==> src/shared/eeprom_slave_regs.svh <==
// Constants for the two-wire serial memory slave
`ifndef EEPROM_SLAVE_REGS_SVH
`define EEPROM_SLAVE_REGS_SVH

// Pin vector positions inside the input synchroniser
`define PIN_SCL            0
`define PIN_SDA            1
`define PIN_STRAP_LO       2
`define PIN_STRAP_HI       3
`define PIN_WP             4
`define PIN_COUNT          5

// Select byte layout
`define SEL_TYPE_HI        7
`define SEL_TYPE_LO        4
`define SEL_STRAP_HI_BIT   3
`define SEL_STRAP_LO_BIT   2
`define SEL_ADDR_TOP_BIT   1
`define SEL_RW_BIT         0

// Bit slot numbering within one byte plus its acknowledge
`define FIRST_SLOT         4'h0
`define LAST_DATA_BIT      4'h7
`define ACK_SLOT           4'h8

// Address space
`define ADDR_RESET         9'h000
`define UPPER_HALF_BIT     8
`define PAGE_BYTES         16

// Internal write cycle
`define WRITE_CYCLE_TIME_US 5
`define CLOCK_MHZ          50

`endif

==> src/shared/eeprom_slave_pkg.sv <==
// Types shared by the two-wire serial memory slave
package eeprom_slave_pkg;

    typedef logic [8:0] mem_addr_t;
    typedef logic [7:0] mem_byte_t;
    typedef logic [3:0] slot_t;

    typedef enum logic [2:0] {
        S_IDLE,
        S_SELECT,
        S_ADDR,
        S_WDATA,
        S_RDATA,
        S_BUSY
    } slave_state_e;

endpackage : eeprom_slave_pkg

==> src/hdl/i2c_eeprom_slave_upper_protect.sv <==
// Two-wire serial memory slave with upper-half write protection
`timescale 1ns/1ps

`include "eeprom_slave_regs.svh"

module i2c_eeprom_slave_upper_protect
    import eeprom_slave_pkg::*;
#(
    // Arbitrary neutral value, set to the fitted memory type code
    parameter logic [3:0] DEVICE_TYPE_ID   = 4'h5,
    parameter int         WRITE_CYCLE_CLKS =
        `WRITE_CYCLE_TIME_US * `CLOCK_MHZ
) (
    // Clock and reset
    input  wire logic      clock,
    input  wire logic      rst,
    input  wire logic      por_active,
    // Serial bus
    input  wire logic      scl_in,
    input  wire logic      sda_in,
    output wire logic      sda_out,
    output wire logic      sda_oe_n,
    // Straps and protection
    input  wire logic      chip_sel_strap_hi,
    input  wire logic      chip_sel_strap_lo,
    input  wire logic      upper_half_write_protect,
    // Memory array side
    output wire mem_addr_t mem_rd_addr,
    input  wire mem_byte_t mem_rd_data,
    output logic           prog_we,
    output mem_addr_t      prog_addr,
    output mem_byte_t      prog_data,
    output wire logic      write_busy
);

    // ------------------------------------------------------------
    // Declarations
    // ------------------------------------------------------------
    logic [`PIN_COUNT-1:0] pin_s1_r;
    logic [`PIN_COUNT-1:0] pin_s2_r;
    logic [`PIN_COUNT-1:0] pin_s3_r;
    logic [`PIN_COUNT-1:0] pin_f_r;
    logic                  scl_prev_r;
    logic                  sda_prev_r;
    slave_state_e          state_r;
    slot_t                 bit_cnt_r;
    logic                  got_rise_r;
    logic                  ten_slot_r;
    mem_byte_t             shift_r;
    mem_byte_t             tx_r;
    logic                  drive_r;
    logic                  wp_seen_r;
    mem_addr_t             addr_r;
    mem_byte_t             page_mem [`PAGE_BYTES];
    logic [`PAGE_BYTES-1:0] page_vld_r;
    logic [31:0]           busy_cnt_r;

    logic hold;
    logic scl_f;
    logic sda_f;
    logic scl_rise;
    logic scl_fall;
    logic start_det;
    logic stop_det;
    logic slot_end;
    logic byte_done;
    logic ack_end;
    logic ack_rise;
    logic sel_match;
    logic prot;
    logic busy_done;

    // ------------------------------------------------------------
    // Pin synchroniser
    // ------------------------------------------------------------
    // A pin level counts once the second and third stages agree
    always_ff @(posedge clock) begin
        pin_s1_r <= {upper_half_write_protect, chip_sel_strap_hi,
                     chip_sel_strap_lo, sda_in, scl_in};
        pin_s2_r <= pin_s1_r;
        pin_s3_r <= pin_s2_r;
        pin_f_r  <= (~(pin_s2_r ^ pin_s3_r) & pin_s2_r)
                  | ((pin_s2_r ^ pin_s3_r) & pin_f_r);
        scl_prev_r <= pin_f_r[`PIN_SCL];
        sda_prev_r <= pin_f_r[`PIN_SDA];
    end

    // ------------------------------------------------------------
    // Bus events
    // ------------------------------------------------------------
    // power-on hold
    assign hold     = rst | por_active;
    assign scl_f    = pin_f_r[`PIN_SCL];
    assign sda_f    = pin_f_r[`PIN_SDA];
    assign scl_rise = scl_f & ~scl_prev_r;
    assign scl_fall = ~scl_f & scl_prev_r;
    assign start_det = scl_f & scl_prev_r & sda_prev_r & ~sda_f;
    assign stop_det  = scl_f & scl_prev_r & ~sda_prev_r & sda_f;
    assign slot_end  = scl_fall & got_rise_r;
    assign byte_done = slot_end & (bit_cnt_r == `LAST_DATA_BIT);
    assign ack_end   = slot_end & (bit_cnt_r == `ACK_SLOT);
    assign ack_rise  = scl_rise & (bit_cnt_r == `ACK_SLOT);

    assign sel_match =
        (shift_r[`SEL_TYPE_HI:`SEL_TYPE_LO] == DEVICE_TYPE_ID)
        && (shift_r[`SEL_STRAP_HI_BIT] == pin_f_r[`PIN_STRAP_HI])
        && (shift_r[`SEL_STRAP_LO_BIT] == pin_f_r[`PIN_STRAP_LO]);

    assign prot      = wp_seen_r & addr_r[`UPPER_HALF_BIT];
    assign busy_done = (state_r == S_BUSY)
                     && (busy_cnt_r == 32'(WRITE_CYCLE_CLKS - 1));

    // ------------------------------------------------------------
    // Transaction sequencer
    // ------------------------------------------------------------
    always_ff @(posedge clock) begin
        if (hold) begin
            state_r    <= S_IDLE;
            bit_cnt_r  <= `FIRST_SLOT;
            got_rise_r <= 1'b0;
            ten_slot_r <= 1'b0;
        end else if (state_r == S_BUSY) begin
            if (busy_done) begin
                state_r <= S_IDLE;
            end
        end else if (start_det) begin
            state_r    <= S_SELECT;
            bit_cnt_r  <= `FIRST_SLOT;
            got_rise_r <= 1'b0;
            ten_slot_r <= 1'b0;
        end else if (stop_det) begin
            state_r    <= (ten_slot_r && state_r == S_WDATA)
                        ? S_BUSY : S_IDLE;
            ten_slot_r <= 1'b0;
        end else if (state_r != S_IDLE) begin
            if (scl_rise) begin
                got_rise_r <= 1'b1;
                if (ack_rise && state_r == S_RDATA && sda_f) begin
                    state_r <= S_IDLE;
                end
            end
            if (slot_end) begin
                got_rise_r <= 1'b0;
                // Stop comes after the tenth rise, so only a fall closes it
                ten_slot_r <= 1'b0;
                bit_cnt_r  <= (bit_cnt_r == `ACK_SLOT)
                            ? `FIRST_SLOT : bit_cnt_r + 4'h1;
            end
            if (byte_done && state_r == S_SELECT && !sel_match) begin
                state_r <= S_IDLE;
            end
            if (ack_end) begin
                unique case (state_r)
                    S_SELECT: state_r <= shift_r[`SEL_RW_BIT]
                                       ? S_RDATA : S_ADDR;
                    S_ADDR:   state_r <= S_WDATA;
                    S_WDATA:  ten_slot_r <= !prot;
                    S_RDATA:  state_r <= S_RDATA;
                    S_IDLE, S_BUSY: state_r <= state_r;
                endcase
            end
        end
    end

    // ------------------------------------------------------------
    // Receive shifter
    // ------------------------------------------------------------
    always_ff @(posedge clock) begin
        if (hold) begin
            shift_r <= 8'h00;
        end else if (scl_rise && bit_cnt_r != `ACK_SLOT
                     && state_r != S_IDLE && state_r != S_BUSY) begin
            shift_r <= {shift_r[6:0], sda_f};
        end
    end

    // ------------------------------------------------------------
    // Data line driver
    // ------------------------------------------------------------
    // Only ever pulls low; a released line is high through the pull-up
    always_ff @(posedge clock) begin
        if (hold || start_det || stop_det
            || state_r == S_IDLE || state_r == S_BUSY) begin
            drive_r <= 1'b0;
        end else if (byte_done) begin
            drive_r <= (state_r == S_SELECT && sel_match)
                     || state_r == S_ADDR
                     || (state_r == S_WDATA && !prot);
        end else if (ack_end) begin
            drive_r <= ((state_r == S_SELECT && shift_r[`SEL_RW_BIT])
                        || state_r == S_RDATA) && !mem_rd_data[7];
        end else if (slot_end && state_r == S_RDATA) begin
            drive_r <= !tx_r[6];
        end
    end

    always_ff @(posedge clock) begin
        if (hold) begin
            tx_r <= 8'h00;
        end else if (ack_end) begin
            tx_r <= mem_rd_data;
        end else if (slot_end && state_r == S_RDATA) begin
            tx_r <= {tx_r[6:0], 1'b0};
        end
    end

    // ------------------------------------------------------------
    // Write protect sampling
    // ------------------------------------------------------------
    // sample start to address end
    // only a high level protects
    // An unconnected pin needs the pad pull-down to read low here
    always_ff @(posedge clock) begin
        if (hold) begin
            wp_seen_r <= 1'b0;
        end else if (start_det && state_r != S_BUSY) begin
            wp_seen_r <= pin_f_r[`PIN_WP];
        end else if ((state_r == S_SELECT || state_r == S_ADDR)
                     && bit_cnt_r != `ACK_SLOT) begin
            wp_seen_r <= wp_seen_r | pin_f_r[`PIN_WP];
        end
    end

    // ------------------------------------------------------------
    // Address counter
    // ------------------------------------------------------------
    always_ff @(posedge clock) begin
        if (hold) begin
            addr_r <= `ADDR_RESET;
        end else if (byte_done) begin
            unique case (state_r)
                S_SELECT: if (sel_match) begin
                    addr_r[`UPPER_HALF_BIT] <= shift_r[`SEL_ADDR_TOP_BIT];
                end
                S_ADDR:   addr_r[7:0] <= shift_r;
                S_WDATA:  if (!prot) begin
                    addr_r[3:0] <= addr_r[3:0] + 4'h1;
                end
                S_RDATA:  addr_r <= addr_r + 9'h001;
                S_IDLE, S_BUSY: addr_r <= addr_r;
            endcase
        end
    end

    assign mem_rd_addr = addr_r;

    // ------------------------------------------------------------
    // Page latches
    // ------------------------------------------------------------
    // Bytes beyond the page end roll over and replace earlier ones
    always_ff @(posedge clock) begin
        if (byte_done && state_r == S_WDATA && !prot) begin
            page_mem[addr_r[3:0]] <= shift_r;
        end
    end

    always_ff @(posedge clock) begin
        if (hold || busy_done) begin
            page_vld_r <= '0;
        end else if (byte_done && state_r == S_ADDR) begin
            page_vld_r <= '0;
        end else if (byte_done && state_r == S_WDATA && !prot) begin
            page_vld_r[addr_r[3:0]] <= 1'b1;
        end
    end

    // ------------------------------------------------------------
    // Internal write cycle
    // ------------------------------------------------------------
    always_ff @(posedge clock) begin
        if (hold || state_r != S_BUSY) begin
            busy_cnt_r <= 32'h0;
        end else begin
            busy_cnt_r <= busy_cnt_r + 32'h1;
        end
    end

    // Latched bytes are handed to the array in the first cycles
    always_ff @(posedge clock) begin
        if (hold) begin
            prog_we   <= 1'b0;
            prog_addr <= `ADDR_RESET;
            prog_data <= 8'h00;
        end else begin
            prog_we   <= (state_r == S_BUSY)
                       && (busy_cnt_r < 32'(`PAGE_BYTES))
                       && page_vld_r[busy_cnt_r[3:0]];
            prog_addr <= {addr_r[8:4], busy_cnt_r[3:0]};
            prog_data <= page_mem[busy_cnt_r[3:0]];
        end
    end

    assign write_busy = (state_r == S_BUSY);
    assign sda_out    = 1'b0;
    assign sda_oe_n   = ~drive_r;
endmodule : i2c_eeprom_slave_upper_protect

==> config.mk <==
export PLATFORM = sky130hd
export DESIGN_NAME = i2c_eeprom_slave_upper_protect
export DESIGN_NICKNAME = d
export VERILOG_FILES = /design/src/shared/eeprom_slave_pkg.sv /design/src/hdl/i2c_eeprom_slave_upper_protect.sv
export VERILOG_INCLUDE_DIRS = /design/src /design/src/shared
export SDC_FILE = /design/constraint.sdc
export NUM_CORES = 1
export LEC_CHECK = 0
export BUFFER_PORTS_ARGS = -buffer_cell sky130_fd_sc_hd__clkbuf_2
export CAP_MARGIN = 25
export CORE_UTILIZATION = 35
export DETAILED_ROUTE_END_ITERATION = 7
export PLACE_DENSITY_LB_ADDON = 0.12
export SYNTH_ARGS = -nofsm -noshare
export SYNTH_HDL_FRONTEND = slang
export SYNTH_SLANG_ARGS = --single-unit
==> constraint.sdc <==
create_clock -name clock -period 3.15 [get_ports clock]
set_input_delay 0.945 -clock clock [delete_from_list [all_inputs] [get_ports clock]]
set_output_delay 0.945 -clock clock [all_outputs]
set_load 0.02 [all_outputs]
Word level (Yosys, flattened, before mapping)
Memories as Yosys holds them, arrays and structs flattened. A register that Yosys moved wholly into a read port is not among the register bits.
Index checks and enable logic that the tools add are counted.
- bits in registers: 115
- memory bits (writable): 128
- output and inout port bits: 30
- word-level logic and storage cells: 180
- memories: 1
- memory list (memory ; words ; bits a word ; rd ports ; clocked after memory_dff ; write ports ; line ; source):
    page_mem ; 16 ; 8 ; 1 ; 1 ; 1 ; i2c_eeprom_slave_upper_protect.sv:54 ; mem_byte_t page_mem [`PAGE_BYTES];
- add/subtract/negate cells: 4
- $lt $le $gt $ge: 4
- equal/unequal tests: 18
- multiplexer cells: 46
- bitwise logic cells: 26
- reduce and logical (&&, ||, !) cells: 60
- operators with widths (operator ; number):
    two-way mux 3 bit ; 11
    adder 32 x 1 -> 32 bit (second input constant) ; 1
    == test 32 x 8 -> 1 bit (second input constant) ; 1
    < comparator 32 x 5 -> 1 bit (second input constant) ; 1
    logical AND 1 bit ; 24
    two-way mux 4 bit ; 6
    two-way mux 1 bit ; 21
    OR 16 bit ; 1
    nonzero test 3 bit ; 5
    two-way mux 7 bit ; 2
    bitwise AND 1 bit ; 12
    case mux 3 bit (4 select lines) ; 1
    case mux 4 bit (3 select lines) ; 1
    nonzero test 2 bit ; 6
    bitwise AND 5 bit ; 2
    logical OR 1 bit ; 10
    < comparator 4 x 5 -> 1 bit (second input constant) ; 2
    adder 9 x 1 -> 9 bit (second input constant) ; 1
    AND reduction 3 bit ; 3
    adder 4 x 1 -> 4 bit (second input constant) ; 2
    == test 4 x 3 -> 1 bit (second input constant) ; 2
    case mux 4 bit (2 select lines) ; 1
    AND reduction 4 bit ; 2
    == test 3 x 2 -> 1 bit (second input constant) ; 2
    other kinds (23) ; 38

Logic depth before layout (Yosys ltp)
Gate-level depths: netlist of the first run.
- depth in word-level cells: 14
- gate-level depth with buffers: 9
- depth with buffers taken out: 7

Worst setup path after synthesis of the first run
Ideal clock, no wire load.
- path kind: flip-flop to flip-flop
- start point: register with a tool-made name
- end point: memory page_mem[0][0] (netlist bit), enable pin
- arrival time: 2125 ps
- required time: 2764 ps
- path slack: 639 ps
- stages on the path, launching flop included: 8
- clock period less this slack: 2511 ps
- cells stage by stage: edfxtp_1 -> and3b_1 -> buf_2 -> and4b_1 -> buf_2 -> buf_2 -> nand3_1 -> nor3_1
- RTL lines (what ; line):
    end, declared ; i2c_eeprom_slave_upper_protect.sv:54

Worst setup path in the final report of the first run
- start point: register state_r[0]
- end point: output port write_busy
- longest elaborated chain between the ends: 1
- ends and longest elaborated chain (what ; line ; source):
    start, declared ; i2c_eeprom_slave_upper_protect.sv:45 ; slave_state_e state_r;
    start signal, assigned ; i2c_eeprom_slave_upper_protect.sv:132 ; state_r <= (ten_slot_r && state_r == S_WDATA)
    start signal, assigned ; i2c_eeprom_slave_upper_protect.sv:154 ; S_SELECT: state_r <= shift_r[`SEL_RW_BIT]
    start signal, assigned ; i2c_eeprom_slave_upper_protect.sv:159 ; S_IDLE, S_BUSY: state_r <= state_r;
    == test 3 bit ; i2c_eeprom_slave_upper_protect.sv:293 ; assign write_busy = (state_r == S_BUSY);
    end, declared ; i2c_eeprom_slave_upper_protect.sv:33 ; output wire logic write_busy
No other way between the ends.

==> results.yml, run 1 <==
run_status:
  status: "finished, final reports clean"
floorplanning:
  die_area_sq_um: 29700
  io_pins: 46
  fp.dieW_um: 172
  initial_core_util: 0.361
  core-area_sq_um: 28200
  die_h_um: 172
  rows: 61
setup_path:
  critPathMaxStageDelay_ns: 0.65
  path_cells: "nor2b_1, nand2_1, inv_1, clkbuf_2"
  crit_type: "flip-flop to output port"
  cp.arrival_ns: 2.01
  path_max_fanout: 17
  cp-end-kind: "output port"
  required_ns: 2.20
  cp-start-kind: "flip-flop"
  slowest_stage: "dfxtp_1"
detailed_routing:
  vias: 6249
  wl_um: 22500
  via_per_inst: 5.13
  drt-initial-drc-count: 425
  first_pass_iters: 5
  wire_per_inst_um: 18.5
  drc: 0
  antenna_left: 0
flow_run:
  cap_viol_max_count: 0
placed_design:
  place_congestion: 0.772
  dpl_cell_area_sq_um: 10900
  hpwl_um: 14700
  io_buffers: 44
synthesis:
  ys_ff_latch: 251
  yosys.area_share.simple: 0.123
  synth_area_per_cell_sq_um: 13.4
  ys_seq_area_frac: 0.626
  syn_inst: 759
  synth-compound-area-share: 0.0690
  muxShareOfSynthArea: 0.117
  synthArstFlopShare: 0
  synth_fa_ha_area_frac: 0.00986
  yosysWarnings: 0
  synth_top_family_by_area: "simple AND/OR/NAND/NOR gates"
  synth_fp_nets: 783
  synth_edf_count: 133
  netlist_area_sq_um: 10200
  synth_xor_area_frac: 0.0285
  synthDistinctLibCells: 60
  ys.flop_type: "edfxtp_1"
layout:
  mostFrequentLayoutCell: "edfxtp_1"
  fin_area_sq_um: 11800
  nNetsFinal: 844
  syn_to_final_growth_pct: 16.0
  layout_common_cells: "edfxtp_1 (133), dfxtp_1 (117), nor2_1 (74)"
  antenna_cells: 0
  post-route-util: 0.418
  drive_gt1_frac: 0.207
power:
  p_per_area_nw_per_um2: 569
  leakage_nw: 3.97
  irDropWorstVdd_mv: 0.310
timing:
  hold_violations: 0
  period_share: 0.939
  layout_min_cycle_time_ns: 2.96
  tns_ns: 0
  setup_violations: 0
  slew_viol_final: 0
  tightest_slew_ns: 0.885
  fin_worst_skew_ns: 0.0112
  rsz0062_at_grt: "false"
  relSlewSlack: 0.409
  clock.fmax_mhz: 338
clock_network:
  cts_tree: "built"
  cts_resized: 0
  clock_latency_ns: 0.54
  root_buffer: "clkbuf_16"
  cts_made_buffers: 27
  cts_max_path_buffers: 3
  htreeDepth: 1
  path_clk_slew_ns: 0.06
  hold_buffers: 0
  post_cts_buffers: 0
  cts_sinks: 251
global_route:
  grt_pass1_vias: 6446
  grt.overflow.total: 0
  grt_use_total: 0.160
  antenna_found_initial: 0
  grt_start_max_net_pins: 39
  grt_pass1_wl_um: 36200
hold_path:
  worstHoldPathType: "flip-flop to flip-flop"
-- power breakdown --
| part | switching, mW | leakage, nW | total [mW] | internal, mW |
|---|---|---|---|---|
| sequential | 0.0121 | 2.22 | 3.44 | 3.43 |
| combinational | 0.0406 | 1.31 | 0.0654 | 0.0249 |
| clock | 1.27 | 0.433 | 3.19 | 1.93 |
| total | 1.32 | 3.97 | 6.70 | 5.38 |
-- logic make-up (layout without fill, tap and decap cells) --
family | Yosys count | after routing
AOI/OAI and AO/OA | 107 | 107
muxes | 62 | 62
and+or+nand+nor | 235 | 235
buffers and inverters | 62 | 144
adders and majority gates | 8 | 8
xor gates and xnor gates | 33 | 33
other | 1 | 1
DFF | 251 | 251
-- stage by stage --
stage | hold slack, ns | total power, mW | instances | worst slack (ns)
final | 0.326 | 6.70 | 1219 | 0.193
after global routing | 0.335 | 6.94 | 1219 | 0.0577
after CTS | 0.329 | 6.80 | 1219 | 0.178
after detailed placement | 0.314 | 3.58 | 1169 | 0.768
after global placement | 0.315 | 3.58 | 1169 | 0.857
after floorplan | 0.310 | 3.55 | 759 | 0.639
-- critical path: cells and delay by family (launching register included) --
family / cells / cell delay [ns]
flops: 1 / 0.65
simple gates: 2 / 0.40
buf+inv: 2 / 0.42
-- cell type report --
type                            instances  area [sq um]
Clock buffer                           39           721
Clock inverter                         11           173
Fill cell                            2597         16400
Inverter                               21          78.8
Multi-Input combinational cell        446          3530
Sequential cell                       251          6360
Tap cell                              378           473
Timing Repair Buffer                   73           450
-- synthesized netlist by cell type, drive strengths merged (6+ instances only) --
| cell type | instances | area (sq um) |
|---|---|---|
| xnor2 | 30 | 263 |
| nor3 | 16 | 80.1 |
| edfxtp | 133 | 3990 |
| nor2b | 6 | 37.5 |
| clkbuf | 19 | 71.3 |
| nor2 | 78 | 300 |
| a211oi | 11 | 82.6 |
| buf | 22 | 126 |
| nand3 | 21 | 105 |
| nor4 | 13 | 111 |
| mux4 | 45 | 1010 |
| o21a | 18 | 135 |
| nand4 | 12 | 96.3 |
| mux2i | 17 | 170 |
| dfxtp | 118 | 2360 |
| inv | 21 | 78.8 |
| o21ai | 25 | 125 |
| nand2b | 7 | 43.8 |
| and2 | 16 | 100 |
| ha | 8 | 100 |
| a21oi | 29 | 145 |
| nand2 | 38 | 143 |
-- path summary, 6_finish.rpt --
path	startpoint	cells past startpoint	end	slack, ns
setup / recovery	state_r[0]	4	write_busy	0.19
hold / removal	pin_s1_r[0]	0	pin_s2_r[0]	0.33
setup reg to reg	busy_cnt_r[1]	6	busy_cnt_r[20]	0.90
hold reg to reg	pin_s1_r[0]	0	pin_s2_r[0]	0.33
-- sequential cells by signal (all words and copies together) (netlist names), 3 cells and up, named ones only --
name / flops
pin_s3_r: 5
pin_s1_r: 5
state_r: 3
mem_rd_addr: 9
shift_r: 8
prog_data: 8
bit_cnt_r: 4
page_mem: 128
pin_s2_r: 5
tx_r: 7
busy_cnt_r: 32
page_vld_r: 16
prog_addr: 9
-- metal layers --
metal / track usage / routed length, um / up-vias
li1: - / - / 2954
met1: 0.210 / 10100 / 3119
met2: 0.268 / 10900 / 137
met3: 0.0252 / 951 / 39
met4: 0.0527 / 557 / 0
met5: 0 / 0 / -
Note: power is estimated with default switching activity, not from simulation.
==> run 2, diff against run 1 <==
==> constraint.sdc (replaced) <==
create_clock -name clock -period 3.3 [get_ports clock]
set_input_delay 0.99 -clock clock [delete_from_list [all_inputs] [get_ports clock]]
set_output_delay 0.99 -clock clock [all_outputs]
set_load 0.02 [all_outputs]
==> results.yml, run 2 (synthesis gave the netlist of run 1 again) <==
run_status:
  status: "finished, final reports clean"
layout:
  largest_reg_flops: 128
  layout_common_cells: "edfxtp_1 (133), dfxtp_1 (117), nor2_1 (74)"
  final_cells: 1224
  fin_area_sq_um: 11800
  drive_gt1_frac: 0.216
  syn_to_final_growth_pct: 16.4
  nNetsFinal: 847
  mostFrequentLayoutCell: "edfxtp_1"
timing:
  clock.fmax_mhz: 342
  whs_ns: 0.326
  hold_violations: 0
  setup_violations: 0
  tns_ns: 0
  period_share: 0.886
  slew_viol_final: 0
  relSlewSlack: 0.368
  fin_worst_skew_ns: 0.0177
  layout_min_cycle_time_ns: 2.93
  tightest_slew_ns: 0.947
  rsz0062_at_grt: "false"
clock_network:
  cts_sinks: 251
  cts_max_path_buffers: 3
  cts_tree: "built"
  clock_latency_ns: 0.53
  cts_resized: 0
  path_clk_slew_ns: 0.06
  root_buffer: "clkbuf_16"
  post_cts_buffers: 0
  cts_made_buffers: 27
  htreeDepth: 1
  hold_buffers: 0
setup_path:
  required_ns: 2.31
  crit_type: "flip-flop to output port"
  cp.arrival_ns: 1.94
  path_max_fanout: 17
  cp-end-kind: "output port"
  cp-start-kind: "flip-flop"
detailed_routing:
  vias: 6297
  antenna_left: 0
  first_pass_iters: 5
  via_per_inst: 5.14
  drc: 0
  wl_um: 23700
  drt-initial-drc-count: 392
  wire_per_inst_um: 19.3
placed_design:
  io_buffers: 44
  hpwl_um: 15800
  place_congestion: 0.795
  dp_cells: 1172
  dpl_cell_area_sq_um: 10900
floorplanning:
  initial_core_util: 0.361
  io_pins: 46
  die_h_um: 172
  die_area_sq_um: 29700
  fp.dieW_um: 172
  rows: 61
  core-area_sq_um: 28200
power:
  p_per_area_nw_per_um2: 537
  seqPwrFrac: 0.518
  p_comb_frac: 0.010
  switchingPower_mw: 1.24
  irDropWorstVdd_mv: 0.303
  power_mw: 6.35
  p_sw_frac: 0.195
  clockPowerShare: 0.472
  leakage_nw: 4.00
  intPower_mw: 5.11
global_route:
  grt_pass1_wl_um: 37700
  grt_use_total: 0.168
  grt_pass1_vias: 6509
  grt.overflow.total: 0
  grt_start_max_net_pins: 39
  antenna_found_initial: 2
flow_run:
  cap_viol_max_count: 0
hold_path:
  worstHoldPathType: "flip-flop to flip-flop"
-- run 2: worst paths after layout --
path / from / to / slack (ns) / cells after the start
worst min-delay path: pin_s1_r[4] / pin_s2_r[4] / 0.33 / 0
worst min register to register: pin_s1_r[4] / pin_s2_r[4] / 0.33 / 0
worst max-delay path: state_r[0] / write_busy / 0.37 / 4
worst max register to register: flip-flop / page_mem[3][5] / 0.75 / 5
-- run 2: worst max-delay path, cell delays in order (launching register included) --
cell	delay, ns
dfxtp_1	0.65
nor2b_1	0.25
nand2_1	0.10
inv_1	0.21
clkbuf_2	0.21
-- run 2: stage by stage --
| step | setup slack [ns] | util |
|---|---|---|
| 3_3_place_gp | 0.771 | 0.387 |
| 6_report | 0.375 | 0.420 |
| 5_1_grt | 0.165 | 0.419 |
| 2_1_floorplan | 0.789 | - |
| 3_5_place_dp | 0.733 | 0.387 |
| 4_1_cts | 0.346 | 0.419 |
-- run 2: power by group through the flow --
| stage | Clock (mW) | Combinational (mW) | Sequential [mW] |
|---|---|---|---|
| after CTS | 3.08 | 0.0644 | 3.29 |
| after global placement | 0 | 0.0633 | 3.36 |
| final | 3.00 | 0.0627 | 3.29 |
| after floorplan | 0 | 0.0372 | 3.35 |
| after detailed placement | 0 | 0.0639 | 3.36 |
| after global routing | 3.22 | 0.0697 | 3.29 |
-- run 2: cell type report --
class	instances	area [sq um]
timing repair buffer	76	473
sequential	251	6360
inverter	21	78.8
fill	2579	16300
multi-input combinational	446	3530
clock inverter	8	71.3
antenna	2	5.00
tap	378	473
clock buffer	42	835
-- run 2: per-layer routing --
metal / part of all wire / GRT usage / routed length [um]
met1: 0.43 / 0.219 / 10300
met2: 0.48 / 0.279 / 11400
met3: 0.054 / 0.0316 / 1290
met4: 0.031 / 0.0623 / 740
met5: 0 / 0 / 0
